$ cat src/nv_access_regs.svh
// register offsets, bit positions, reset values and timing counts of the nv access block
// assumes a 100 MHz system clock and an 8-bit special function register port
`ifndef NV_ACCESS_REGS_SVH
`define NV_ACCESS_REGS_SVH

// sector select of each register
`define NV_SECTOR_ZERO      1'b0
`define NV_SECTOR_ONE       1'b1

// register offsets inside their sector
`define NV_OFS_CTRL         8'h40
`define NV_OFS_ADDR         8'h2a
`define NV_OFS_DATA         8'h2b
`define NV_OFS_IRQ          8'h2c
`define NV_OFS_PTR_ONE_HIGH 8'h03
`define NV_OFS_PTR_TWO_HIGH 8'h05

// control register fields
`define NV_CTRL_PROG_PERMIT  3
`define NV_CTRL_PROG_TRIGGER 2
`define NV_CTRL_FETCH_PERMIT 1
`define NV_CTRL_FETCH_TRIGGER 0

// interrupt register fields
`define NV_IRQ_DONE_ENABLE  0
`define NV_IRQ_MF_ENABLE    1
`define NV_IRQ_DONE_FLAG    2
`define NV_IRQ_MF_FLAG      3

// reset values
`define NV_RST_ADDR         6'h00
`define NV_RST_DATA         8'h00
`define NV_RST_CTRL         4'h0
`define NV_RST_PTR_HIGH     8'h00

// array geometry
`define NV_DEPTH            64
`define NV_ADDR_BITS        6

// read cycle time and its clock count, rounded up
`define NV_CLK_PERIOD_NS    10
`define NV_READ_TIME_NS     30
`define NV_READ_CYCLES      ((`NV_READ_TIME_NS + `NV_CLK_PERIOD_NS - 1) / `NV_CLK_PERIOD_NS)

// write cycle length in ticks of the free-running write timer
`define NV_WRITE_TICKS      4

`endif

$ cat src/nv_access_pkg.sv
// types shared by the nv access block
// assumes nv_access_regs.svh for all numeric constants
package nv_access_pkg;

	// sequencer of the access cycles
	typedef enum logic [1:0]
	{
		ST_IDLE  = 2'b00,
		ST_FETCH = 2'b01,
		ST_PROG  = 2'b10
	} nv_state_t;

endpackage

$ cat src/nv_tick_sync.sv
// two-stage synchroniser for the write timer, with rising edge pulse
// assumes the timer pin is asynchronous to clk
`timescale 1ns/100ps

module nv_tick_sync
(
	input  wire logic clk,
	input  wire logic rst,
	input  wire logic async_in,
	output logic      rise_pulse
);

	logic meta_q;
	logic sync_q;
	logic last_q;

	// two flops, then one more for edge detection
	always_ff @(posedge clk)
	begin
		if (rst)
		begin
			meta_q <= 1'b0;
			sync_q <= 1'b0;
			last_q <= 1'b0;
		end
		else
		begin
			meta_q <= async_in;
			sync_q <= meta_q;
			last_q <= sync_q;
		end
	end

	assign rise_pulse = sync_q & ~last_q;

endmodule

$ cat src/nv_array.sv
// 64 by 8 non-volatile array model with fixed read latency and tick-timed writes
// assumes start pulses arrive only while the array is idle
`timescale 1ns/100ps

`include "nv_access_regs.svh"

module nv_array
#(
	parameter int DEPTH       = `NV_DEPTH,
	parameter int AW          = `NV_ADDR_BITS,
	parameter int READ_CYCLES = `NV_READ_CYCLES,
	parameter int WRITE_TICKS = `NV_WRITE_TICKS
)
(
	input  wire logic          clk,
	input  wire logic          rst,
	input  wire logic          rd_start,
	input  wire logic          wr_start,
	input  wire logic [AW-1:0] addr,
	input  wire logic [7:0]    wdata,
	input  wire logic          tick,
	output logic      [7:0]    rdata,
	output logic               rd_done,
	output logic               wr_done
);

	logic [7:0]    mem [DEPTH];
	logic [AW-1:0] addr_q;
	logic [7:0]    wdata_q;
	logic [7:0]    rd_cnt_q;
	logic [7:0]    wr_cnt_q;
	logic          rd_busy_q;
	logic          wr_busy_q;
	logic          wr_last;

	assign wr_last = wr_busy_q & tick & (wr_cnt_q == 8'(WRITE_TICKS - 1));

	// latch the operands at the start of a cycle
	always_ff @(posedge clk)
	begin
		if (rst)
		begin
			addr_q  <= '0;
			wdata_q <= 8'h00;
		end
		else if (rd_start | wr_start)
		begin
			addr_q  <= addr;
			wdata_q <= wdata;
		end
	end

	// read latency counter
	always_ff @(posedge clk)
	begin
		if (rst)
		begin
			rd_busy_q <= 1'b0;
			rd_cnt_q  <= 8'h00;
			rd_done   <= 1'b0;
		end
		else
		begin
			rd_done <= 1'b0;
			if (rd_start)
			begin
				rd_busy_q <= 1'b1;
				rd_cnt_q  <= 8'h00;
			end
			else if (rd_busy_q)
			begin
				rd_cnt_q <= rd_cnt_q + 8'h01;
				if (rd_cnt_q == 8'(READ_CYCLES - 1))
				begin
					rd_busy_q <= 1'b0;
					rd_done   <= 1'b1;
				end
			end
		end
	end

	// write timed by the asynchronous timer ticks
	always_ff @(posedge clk)
	begin
		if (rst)
		begin
			wr_busy_q <= 1'b0;
			wr_cnt_q  <= 8'h00;
			wr_done   <= 1'b0;
		end
		else
		begin
			wr_done <= wr_last;
			if (wr_start)
			begin
				wr_busy_q <= 1'b1;
				wr_cnt_q  <= 8'h00;
			end
			else if (wr_last)
				wr_busy_q <= 1'b0;
			else if (wr_busy_q & tick)
				wr_cnt_q <= wr_cnt_q + 8'h01;
		end
	end

	// storage cells, no reset: contents survive
	always_ff @(posedge clk)
	begin
		if (wr_last)
			mem[addr_q] <= wdata_q;
	end

	assign rdata = mem[addr_q];

endmodule

$ cat src/nv_access_ctrl.sv
// byte-wide access controller for the on-chip non-volatile data memory
// assumes the core presents sector and offset of each register access, pointer resolution done by the core
`timescale 1ns/100ps

`include "nv_access_regs.svh"

module nv_access_ctrl
	import nv_access_pkg::*;
#(
	parameter int READ_CYCLES = `NV_READ_CYCLES,
	parameter int WRITE_TICKS = `NV_WRITE_TICKS
)
(
	input  wire logic       SYS_CLK,
	input  wire logic       RST,
	input  wire logic       SFR_WR,
	input  wire logic       SFR_RD,
	input  wire logic       SFR_SECTOR,
	input  wire logic [7:0] SFR_ADDR,
	input  wire logic [7:0] SFR_WDATA,
	output logic      [7:0] SFR_RDATA,
	input  wire logic       PROG_TMR_TICK,
	input  wire logic       GLOBAL_IRQ_ENABLE,
	input  wire logic       STACK_FULL,
	input  wire logic       IRQ_ACK,
	output logic            IRQ_VECTOR_REQ,
	output logic      [7:0] POINTER_ONE_HIGH,
	output logic      [7:0] POINTER_TWO_HIGH,
	output logic            ACCESS_BUSY
);

	import nv_access_pkg::*;

	nv_state_t state_q;
	nv_state_t state_d;

	logic [5:0] nv_addr_reg_q;
	logic [7:0] nv_data_reg_q;
	logic       program_permit_q;
	logic       prog_trigger_q;
	logic       fetch_permit_q;
	logic       fetch_trigger_q;
	logic       done_irq_enable_q;
	logic       mf_irq_enable_q;
	logic       done_irq_flag_q;
	logic       mf_irq_flag_q;
	logic [7:0] ptr_one_high_q;
	logic [7:0] ptr_two_high_q;

	logic       sel_ctrl;
	logic       sel_addr;
	logic       sel_data;
	logic       sel_irq;
	logic       sel_p1h;
	logic       sel_p2h;
	logic       wr_ctrl;
	logic       both_triggers;
	logic       start_prog;
	logic       start_fetch;
	logic       tick;
	logic [7:0] arr_rdata;
	logic       rd_done;
	logic       wr_done;
	logic [7:0] rd_mux;

	// register decode; control only in sector 1 at 40H
	assign sel_ctrl = (SFR_SECTOR == `NV_SECTOR_ONE) && (SFR_ADDR == `NV_OFS_CTRL);
	assign sel_addr = (SFR_SECTOR == `NV_SECTOR_ZERO) && (SFR_ADDR == `NV_OFS_ADDR);
	assign sel_data = (SFR_SECTOR == `NV_SECTOR_ZERO) && (SFR_ADDR == `NV_OFS_DATA);
	assign sel_irq  = (SFR_SECTOR == `NV_SECTOR_ZERO) && (SFR_ADDR == `NV_OFS_IRQ);
	assign sel_p1h  = (SFR_SECTOR == `NV_SECTOR_ZERO) && (SFR_ADDR == `NV_OFS_PTR_ONE_HIGH);
	assign sel_p2h  = (SFR_SECTOR == `NV_SECTOR_ZERO) && (SFR_ADDR == `NV_OFS_PTR_TWO_HIGH);
	assign wr_ctrl  = SFR_WR & sel_ctrl;

	// a write asking for both triggers at once starts neither cycle; its permit bits still load
	assign both_triggers = SFR_WDATA[`NV_CTRL_PROG_TRIGGER] & SFR_WDATA[`NV_CTRL_FETCH_TRIGGER];

	// triggers honoured only if the permit was set before this write
	assign start_prog  = wr_ctrl & SFR_WDATA[`NV_CTRL_PROG_TRIGGER] & program_permit_q
		& ~both_triggers & (state_q == ST_IDLE);
	assign start_fetch = wr_ctrl & SFR_WDATA[`NV_CTRL_FETCH_TRIGGER] & fetch_permit_q
		& ~both_triggers & (state_q == ST_IDLE);

	// write timer pin is asynchronous, brought in over two flops
	nv_tick_sync u_tick_sync
	(
		.clk        (SYS_CLK),
		.rst        (RST),
		.async_in   (PROG_TMR_TICK),
		.rise_pulse (tick)
	);

	// the storage array with its own read and write timing
	nv_array
	#(
		.DEPTH       (`NV_DEPTH),
		.AW          (`NV_ADDR_BITS),
		.READ_CYCLES (READ_CYCLES),
		.WRITE_TICKS (WRITE_TICKS)
	)
	u_array
	(
		.clk      (SYS_CLK),
		.rst      (RST),
		.rd_start (start_fetch),
		.wr_start (start_prog),
		.addr     (nv_addr_reg_q),
		.wdata    (nv_data_reg_q),
		.tick     (tick),
		.rdata    (arr_rdata),
		.rd_done  (rd_done),
		.wr_done  (wr_done)
	);

	// sequencer next state
	always_comb
	begin
		state_d = state_q;
		unique case (state_q)
			ST_IDLE:
			begin
				if (start_prog)
					state_d = ST_PROG;
				else if (start_fetch)
					state_d = ST_FETCH;
			end
			ST_FETCH:
			begin
				if (rd_done)
					state_d = ST_IDLE;
			end
			ST_PROG:
			begin
				if (wr_done)
					state_d = ST_IDLE;
			end
			default:
				state_d = ST_IDLE;
		endcase
	end

	// sequencer state
	always_ff @(posedge SYS_CLK)
	begin
		if (RST)
			state_q <= ST_IDLE;
		else
			state_q <= state_d;
	end

	// address register, six bits
	always_ff @(posedge SYS_CLK)
	begin
		if (RST)
			nv_addr_reg_q <= `NV_RST_ADDR;
		else if (SFR_WR & sel_addr)
			nv_addr_reg_q <= SFR_WDATA[5:0];
	end

	// data register; a finished read overwrites it and wins over a software write
	always_ff @(posedge SYS_CLK)
	begin
		if (RST)
			nv_data_reg_q <= `NV_RST_DATA;
		else if (rd_done)
			nv_data_reg_q <= arr_rdata;
		else if (SFR_WR & sel_data)
			nv_data_reg_q <= SFR_WDATA;
	end

	// permit bits are plain read/write
	always_ff @(posedge SYS_CLK)
	begin
		if (RST)
		begin
			program_permit_q <= 1'b0;
			fetch_permit_q   <= 1'b0;
		end
		else if (wr_ctrl)
		begin
			program_permit_q <= SFR_WDATA[`NV_CTRL_PROG_PERMIT];
			fetch_permit_q   <= SFR_WDATA[`NV_CTRL_FETCH_PERMIT];
		end
	end

	// program trigger: set by an accepted start, cleared only by hardware
	always_ff @(posedge SYS_CLK)
	begin
		if (RST)
			prog_trigger_q <= 1'b0;
		else if (start_prog)
			prog_trigger_q <= 1'b1;
		else if (wr_done)
			prog_trigger_q <= 1'b0;
	end

	// fetch trigger: set by an accepted start, cleared when the byte lands
	always_ff @(posedge SYS_CLK)
	begin
		if (RST)
			fetch_trigger_q <= 1'b0;
		else if (start_fetch)
			fetch_trigger_q <= 1'b1;
		else if (rd_done)
			fetch_trigger_q <= 1'b0;
	end

	// interrupt enables
	always_ff @(posedge SYS_CLK)
	begin
		if (RST)
		begin
			done_irq_enable_q <= 1'b0;
			mf_irq_enable_q   <= 1'b0;
		end
		else if (SFR_WR & sel_irq)
		begin
			done_irq_enable_q <= SFR_WDATA[`NV_IRQ_DONE_ENABLE];
			mf_irq_enable_q   <= SFR_WDATA[`NV_IRQ_MF_ENABLE];
		end
	end

	// done flag: set at write end wins over a software clear
	always_ff @(posedge SYS_CLK)
	begin
		if (RST)
			done_irq_flag_q <= 1'b0;
		else if (wr_done)
			done_irq_flag_q <= 1'b1;
		else if (SFR_WR & sel_irq)
			done_irq_flag_q <= SFR_WDATA[`NV_IRQ_DONE_FLAG];
	end

	// mf flag: set wins over acknowledge and over software write
	always_ff @(posedge SYS_CLK)
	begin
		if (RST)
			mf_irq_flag_q <= 1'b0;
		else if (wr_done)
			mf_irq_flag_q <= 1'b1;
		else if (IRQ_ACK)
			mf_irq_flag_q <= 1'b0;
		else if (SFR_WR & sel_irq)
			mf_irq_flag_q <= SFR_WDATA[`NV_IRQ_MF_FLAG];
	end

	// vector request, all enables and stack room needed
	always_ff @(posedge SYS_CLK)
	begin
		if (RST)
			IRQ_VECTOR_REQ <= 1'b0;
		else
			IRQ_VECTOR_REQ <= GLOBAL_IRQ_ENABLE & done_irq_enable_q & mf_irq_enable_q
				& mf_irq_flag_q & ~STACK_FULL & ~IRQ_ACK;
	end

	// pointer high bytes, cleared at reset so sector 0 is selected
	always_ff @(posedge SYS_CLK)
	begin
		if (RST)
		begin
			ptr_one_high_q <= `NV_RST_PTR_HIGH;
			ptr_two_high_q <= `NV_RST_PTR_HIGH;
		end
		else
		begin
			if (SFR_WR & sel_p1h)
				ptr_one_high_q <= SFR_WDATA;
			if (SFR_WR & sel_p2h)
				ptr_two_high_q <= SFR_WDATA;
		end
	end

	// read mux; unused bits and unmapped offsets read zero
	always_comb
	begin
		rd_mux = 8'h00;
		if (sel_ctrl)
			rd_mux = {4'h0, program_permit_q, prog_trigger_q, fetch_permit_q, fetch_trigger_q};
		else if (sel_addr)
			rd_mux = {2'b00, nv_addr_reg_q};
		else if (sel_data)
			rd_mux = nv_data_reg_q;
		else if (sel_irq)
			rd_mux = {4'h0, mf_irq_flag_q, done_irq_flag_q, mf_irq_enable_q, done_irq_enable_q};
		else if (sel_p1h)
			rd_mux = ptr_one_high_q;
		else if (sel_p2h)
			rd_mux = ptr_two_high_q;
	end

	// registered read data and outputs
	always_ff @(posedge SYS_CLK)
	begin
		if (RST)
		begin
			SFR_RDATA        <= 8'h00;
			POINTER_ONE_HIGH <= `NV_RST_PTR_HIGH;
			POINTER_TWO_HIGH <= `NV_RST_PTR_HIGH;
			ACCESS_BUSY      <= 1'b0;
		end
		else
		begin
			SFR_RDATA        <= SFR_RD ? rd_mux : 8'h00;
			POINTER_ONE_HIGH <= ptr_one_high_q;
			POINTER_TWO_HIGH <= ptr_two_high_q;
			ACCESS_BUSY      <= (state_d != ST_IDLE);
		end
	end

endmodule

$ cat config.mk
export PLATFORM = sky130hd
export DESIGN_NAME = nv_access_ctrl
export DESIGN_NICKNAME = d
export VERILOG_FILES = /design/src/nv_access_pkg.sv /design/src/nv_tick_sync.sv /design/src/nv_array.sv /design/src/nv_access_ctrl.sv
export VERILOG_INCLUDE_DIRS = /design/src
export SDC_FILE = /design/constraint.sdc
export NUM_CORES = 1
export LEC_CHECK = 0
export ABC_CLOCK_PERIOD_IN_PS = 2500
export BUFFER_PORTS_ARGS = -buffer_cell sky130_fd_sc_hd__buf_2
export CAP_MARGIN = 10
export CORE_ASPECT_RATIO = 0.6
export CORE_MARGIN = 2
export CORE_UTILIZATION = 44
export DETAILED_ROUTE_END_ITERATION = 7
export PLACE_DENSITY = 0.7
export SLEW_MARGIN = 15
export SYNTH_ARGS = -nofsm -noshare
export SYNTH_HDL_FRONTEND = slang
export SYNTH_SLANG_ARGS = --single-unit
$ cat constraint.sdc
create_clock -name SYS_CLK -period 2.5 [get_ports SYS_CLK]
set_clock_uncertainty 0.05 [all_clocks]
set_input_delay 0.5 -clock SYS_CLK [delete_from_list [all_inputs] [get_ports SYS_CLK]]
set_output_delay 0.5 -clock SYS_CLK [all_outputs]
set_load 0.01 [all_outputs]
==> flow_metrics.tcl <==
set metrics [dict create \
    drive_gt1_share_pct 30.2 \
    crit_fanout 8 \
    p_leak_nw 9.84 \
    dp_hpwl_mm 41.2 \
    start_util_pct 44.5 \
    critPathArrivalTime_ns 2.87 \
    netlist_area_mm2 0.0242 \
    synth_async_sr_flop_share_pct 0 \
    via_per_inst 5.92 \
    hp-class "input pin to register" \
    netlist_instances 1359 \
    cap_violations 0 \
    placed_cells 2228 \
    dieHeight_um 186 \
    dr_total_vias 13800 \
    finalSetupTns_ns 0 \
    yosysWarnings 0 \
    synth.avg_cell_area_um2 17.8 \
    critPathLaunchType "register" \
    cp_slowest_cell "mux4_2" \
    final_nets 1610 \
    final_area_mm2 0.0283 \
    drtAntennaViolNets 0 \
    path_class "register to register" \
    grt_pass1_wl_mm 88.5 \
    die_x_um 307 \
    synth_top_area_share_pct 63.6 \
    io_pins 51 \
    core_area_mm2 0.0543 \
    routedWlPerCell_um 26.5 \
    power_mw 19.3 \
    worstSkewPairLatency_ns 0.60 \
    drc 0 \
    layout_setup_ws_ns 0.0539 \
    grt_overflow 0 \
    area_growth_syn_to_layout_pct 17.3 \
    rsz0062_at_grt "yes" \
    clock.fmax_mhz 409 \
    post-route-util_pct 52.2 \
    cts_tree "built" \
    io_buffers 50 \
    synthFlopType "edfxtp_1" \
    power_density_mw_per_mm2 681 \
    hold_buffers 0 \
    fin_cells 2338 \
    gp_routability_congestion 0.931 \
    first_iter_violations 2030 \
    worstMarginPinSlew_ns 0.736 \
    synthTopCellsByArea "edfxtp_1 64%, mux4_2 11%, dfxtp_1 9.0%" \
    n_antenna_cell 0 \
    clk_path_buf_depth 3 \
    clkTransAtPathRegs_ns 0.07 \
    ir_drop_v 0.000588 \
    fp.dieArea_mm2 0.0569 \
    place_area_mm2 0.0264 \
    rows 66 \
    routed_wl_mm 61.9 \
    synth_edf_count 512 \
    drv_slew 0 \
    dr.pass1.iters 8 \
    fin_crit_ns 2.45 \
    syn_nets 1387 \
    setup_violations 0 \
    seq_area_frac_synth_pct 72.7 \
    pre_cts_ws_ns -0.199 \
    hold_violations 0 \
    cp.required_ns 2.92 \
    end_kind "register" \
    ys_types 63 \
    critPathMostFrequentCell "mux4_2" \
    status "finished, final reports clean" \
    clockRootBuffer "clkbuf_16" \
    clock-sinks 621 \
    grt_pass1_vias 13300 \
    antenna_found_initial 0 \
    yosysTopAreaCell "edfxtp_1" \
    slew-limit-headroom_pct 50.9 \
    cts_buffers 52 \
    min_period_over_period_pct 97.8 \
    crit_chain "buf_6, buf_12, mux4_2, mux4_2, and3_1, a31oi_1, o311ai_1" \
    grt_max_degree 66 \
    grt_use_total_pct 21.4 \
    ys_seq_elements 621 \
    max_stage_delay_ns 0.51 \
    h-tree-depth 2 \
    holdWs_ns 0.0849 \
]
-- placed cells by master (no fill, tap or decap), types with 9 or more instances in the layout --
master     instances
clkinv_2          12
buf_12            14
mux2i_1           71
dfxtp_1           97
nor2_1           134
edfxtp_1         512
mux2_2            15
buf_4            170
nand3_1           28
nand2_1           55
a21oi_1           27
nor2b_1           31
mux4_2           120
dfxtp_2           10
xor2_1            10
a22oi_1            9
nand4_1            9
o22ai_1           14
clkbuf_1          14
buf_2             50
clkbuf_16         56
-- state kept, by name, indices dropped and copies added (netlist names), 8 cells and up, named ones only --
register,count
u_array.mem,512
POINTER_ONE_HIGH,8
POINTER_TWO_HIGH,8
SFR_RDATA,8
nv_data_reg_q,8
ptr_one_high_q,8
ptr_two_high_q,8
u_array.rd_cnt_q,8
u_array.wdata_q,8
u_array.wr_cnt_q,8
-- metal layers --
layer / GRT usage (%) / up-vias / wire length, um
met4: 3.61 / 4 / 896
met3: 7.47 / 95 / 8690
met5: 2.07 / - / 159
met1: 34.0 / 7066 / 27400
met2: 28.1 / 848 / 24700
li1: - / 5831 / -
-- power by group --
part	internal, mW	switching, mW	total [mW]
clock network	4.50	3.68	8.18
registers	11.0	0.000832	11.0
logic	0.0320	0.0737	0.106
total	15.6	3.75	19.3
-- critical path, delay by kind of cell (launching register included) --
kind | cells | cell delay (ns)
AO/OA/AOI/OAI | 2 | 0.32
buffers and inverters | 2 | 0.32
flip-flops | 1 | 0.45
multiplexers | 2 | 0.98
AND/OR/NAND/NOR | 1 | 0.19
-- repair_timing --
| item | in CTS | in global routing |
|---|---|---|
| buffers inserted | 2 | 9 |
| pin swaps | 1 | 0 |
| hold endpoints to repair | 0 | 0 |
| endpoints found under the setup margin | 446 | 425 |
| gates resized for setup | 4 | 24 |
| gates cloned | 0 | 3 |
-- worst paths after layout --
path	startpoint	endpoint	slack, ns	cells after the start
worst max register to register	register	nv_data_reg_q[0]$_SDFFE_PP0P_	0.05	7
worst min-delay path	PROG_TMR_TICK	u_tick_sync.meta_q$_SDFF_PP0_	0.08	2
worst min register to register	u_tick_sync.meta_q$_SDFF_PP0_	u_tick_sync.sync_q$_SDFF_PP0_	0.40	1
worst max-delay path	register	nv_data_reg_q[0]$_SDFFE_PP0P_	0.05	7
-- synthesized netlist by cell type, types with 7 or more instances --
library cell	number
o21ai_0	7
edfxtp_1	512
buf_4	8
a21oi_1	28
mux4_2	120
nand3b_1	7
buf_1	8
nand2b_1	8
nand3_1	28
nand4_1	9
dfxtp_1	109
xor2_1	10
o22ai_1	14
nor2b_1	31
nor2_1	138
mux2_2	15
clkbuf_1	28
a22oi_1	9
and3_1	8
nand2_1	55
buf_2	15
mux2i_1	71
a2111oi_0	16
buf_6	10
a22o_1	8
-- final cells by class --
type	count	area, um^2
fill	4217	25900
sequential	621	17600
multi-input combinational	656	6200
timing repair buffer	241	1960
clock buffer	70	1410
tap	714	893
clock inverter	26	263
inverter	10	37.5
-- cell families (layout without fill, tap and decap cells) --
kind of cell,count (synthesis),after routing,synth area share (%)
DFF,621,621,72.7
and+or+nand+nor,316,316,6.38
adders and majority gates,3,3,0.155
AOI/OAI and AO/OA,114,114,3.38
xor gates and xnor gates,14,14,0.507
muxes,209,209,15.0
buffers and inverters,82,347,1.95
Power figures use the tool's default switching activity.
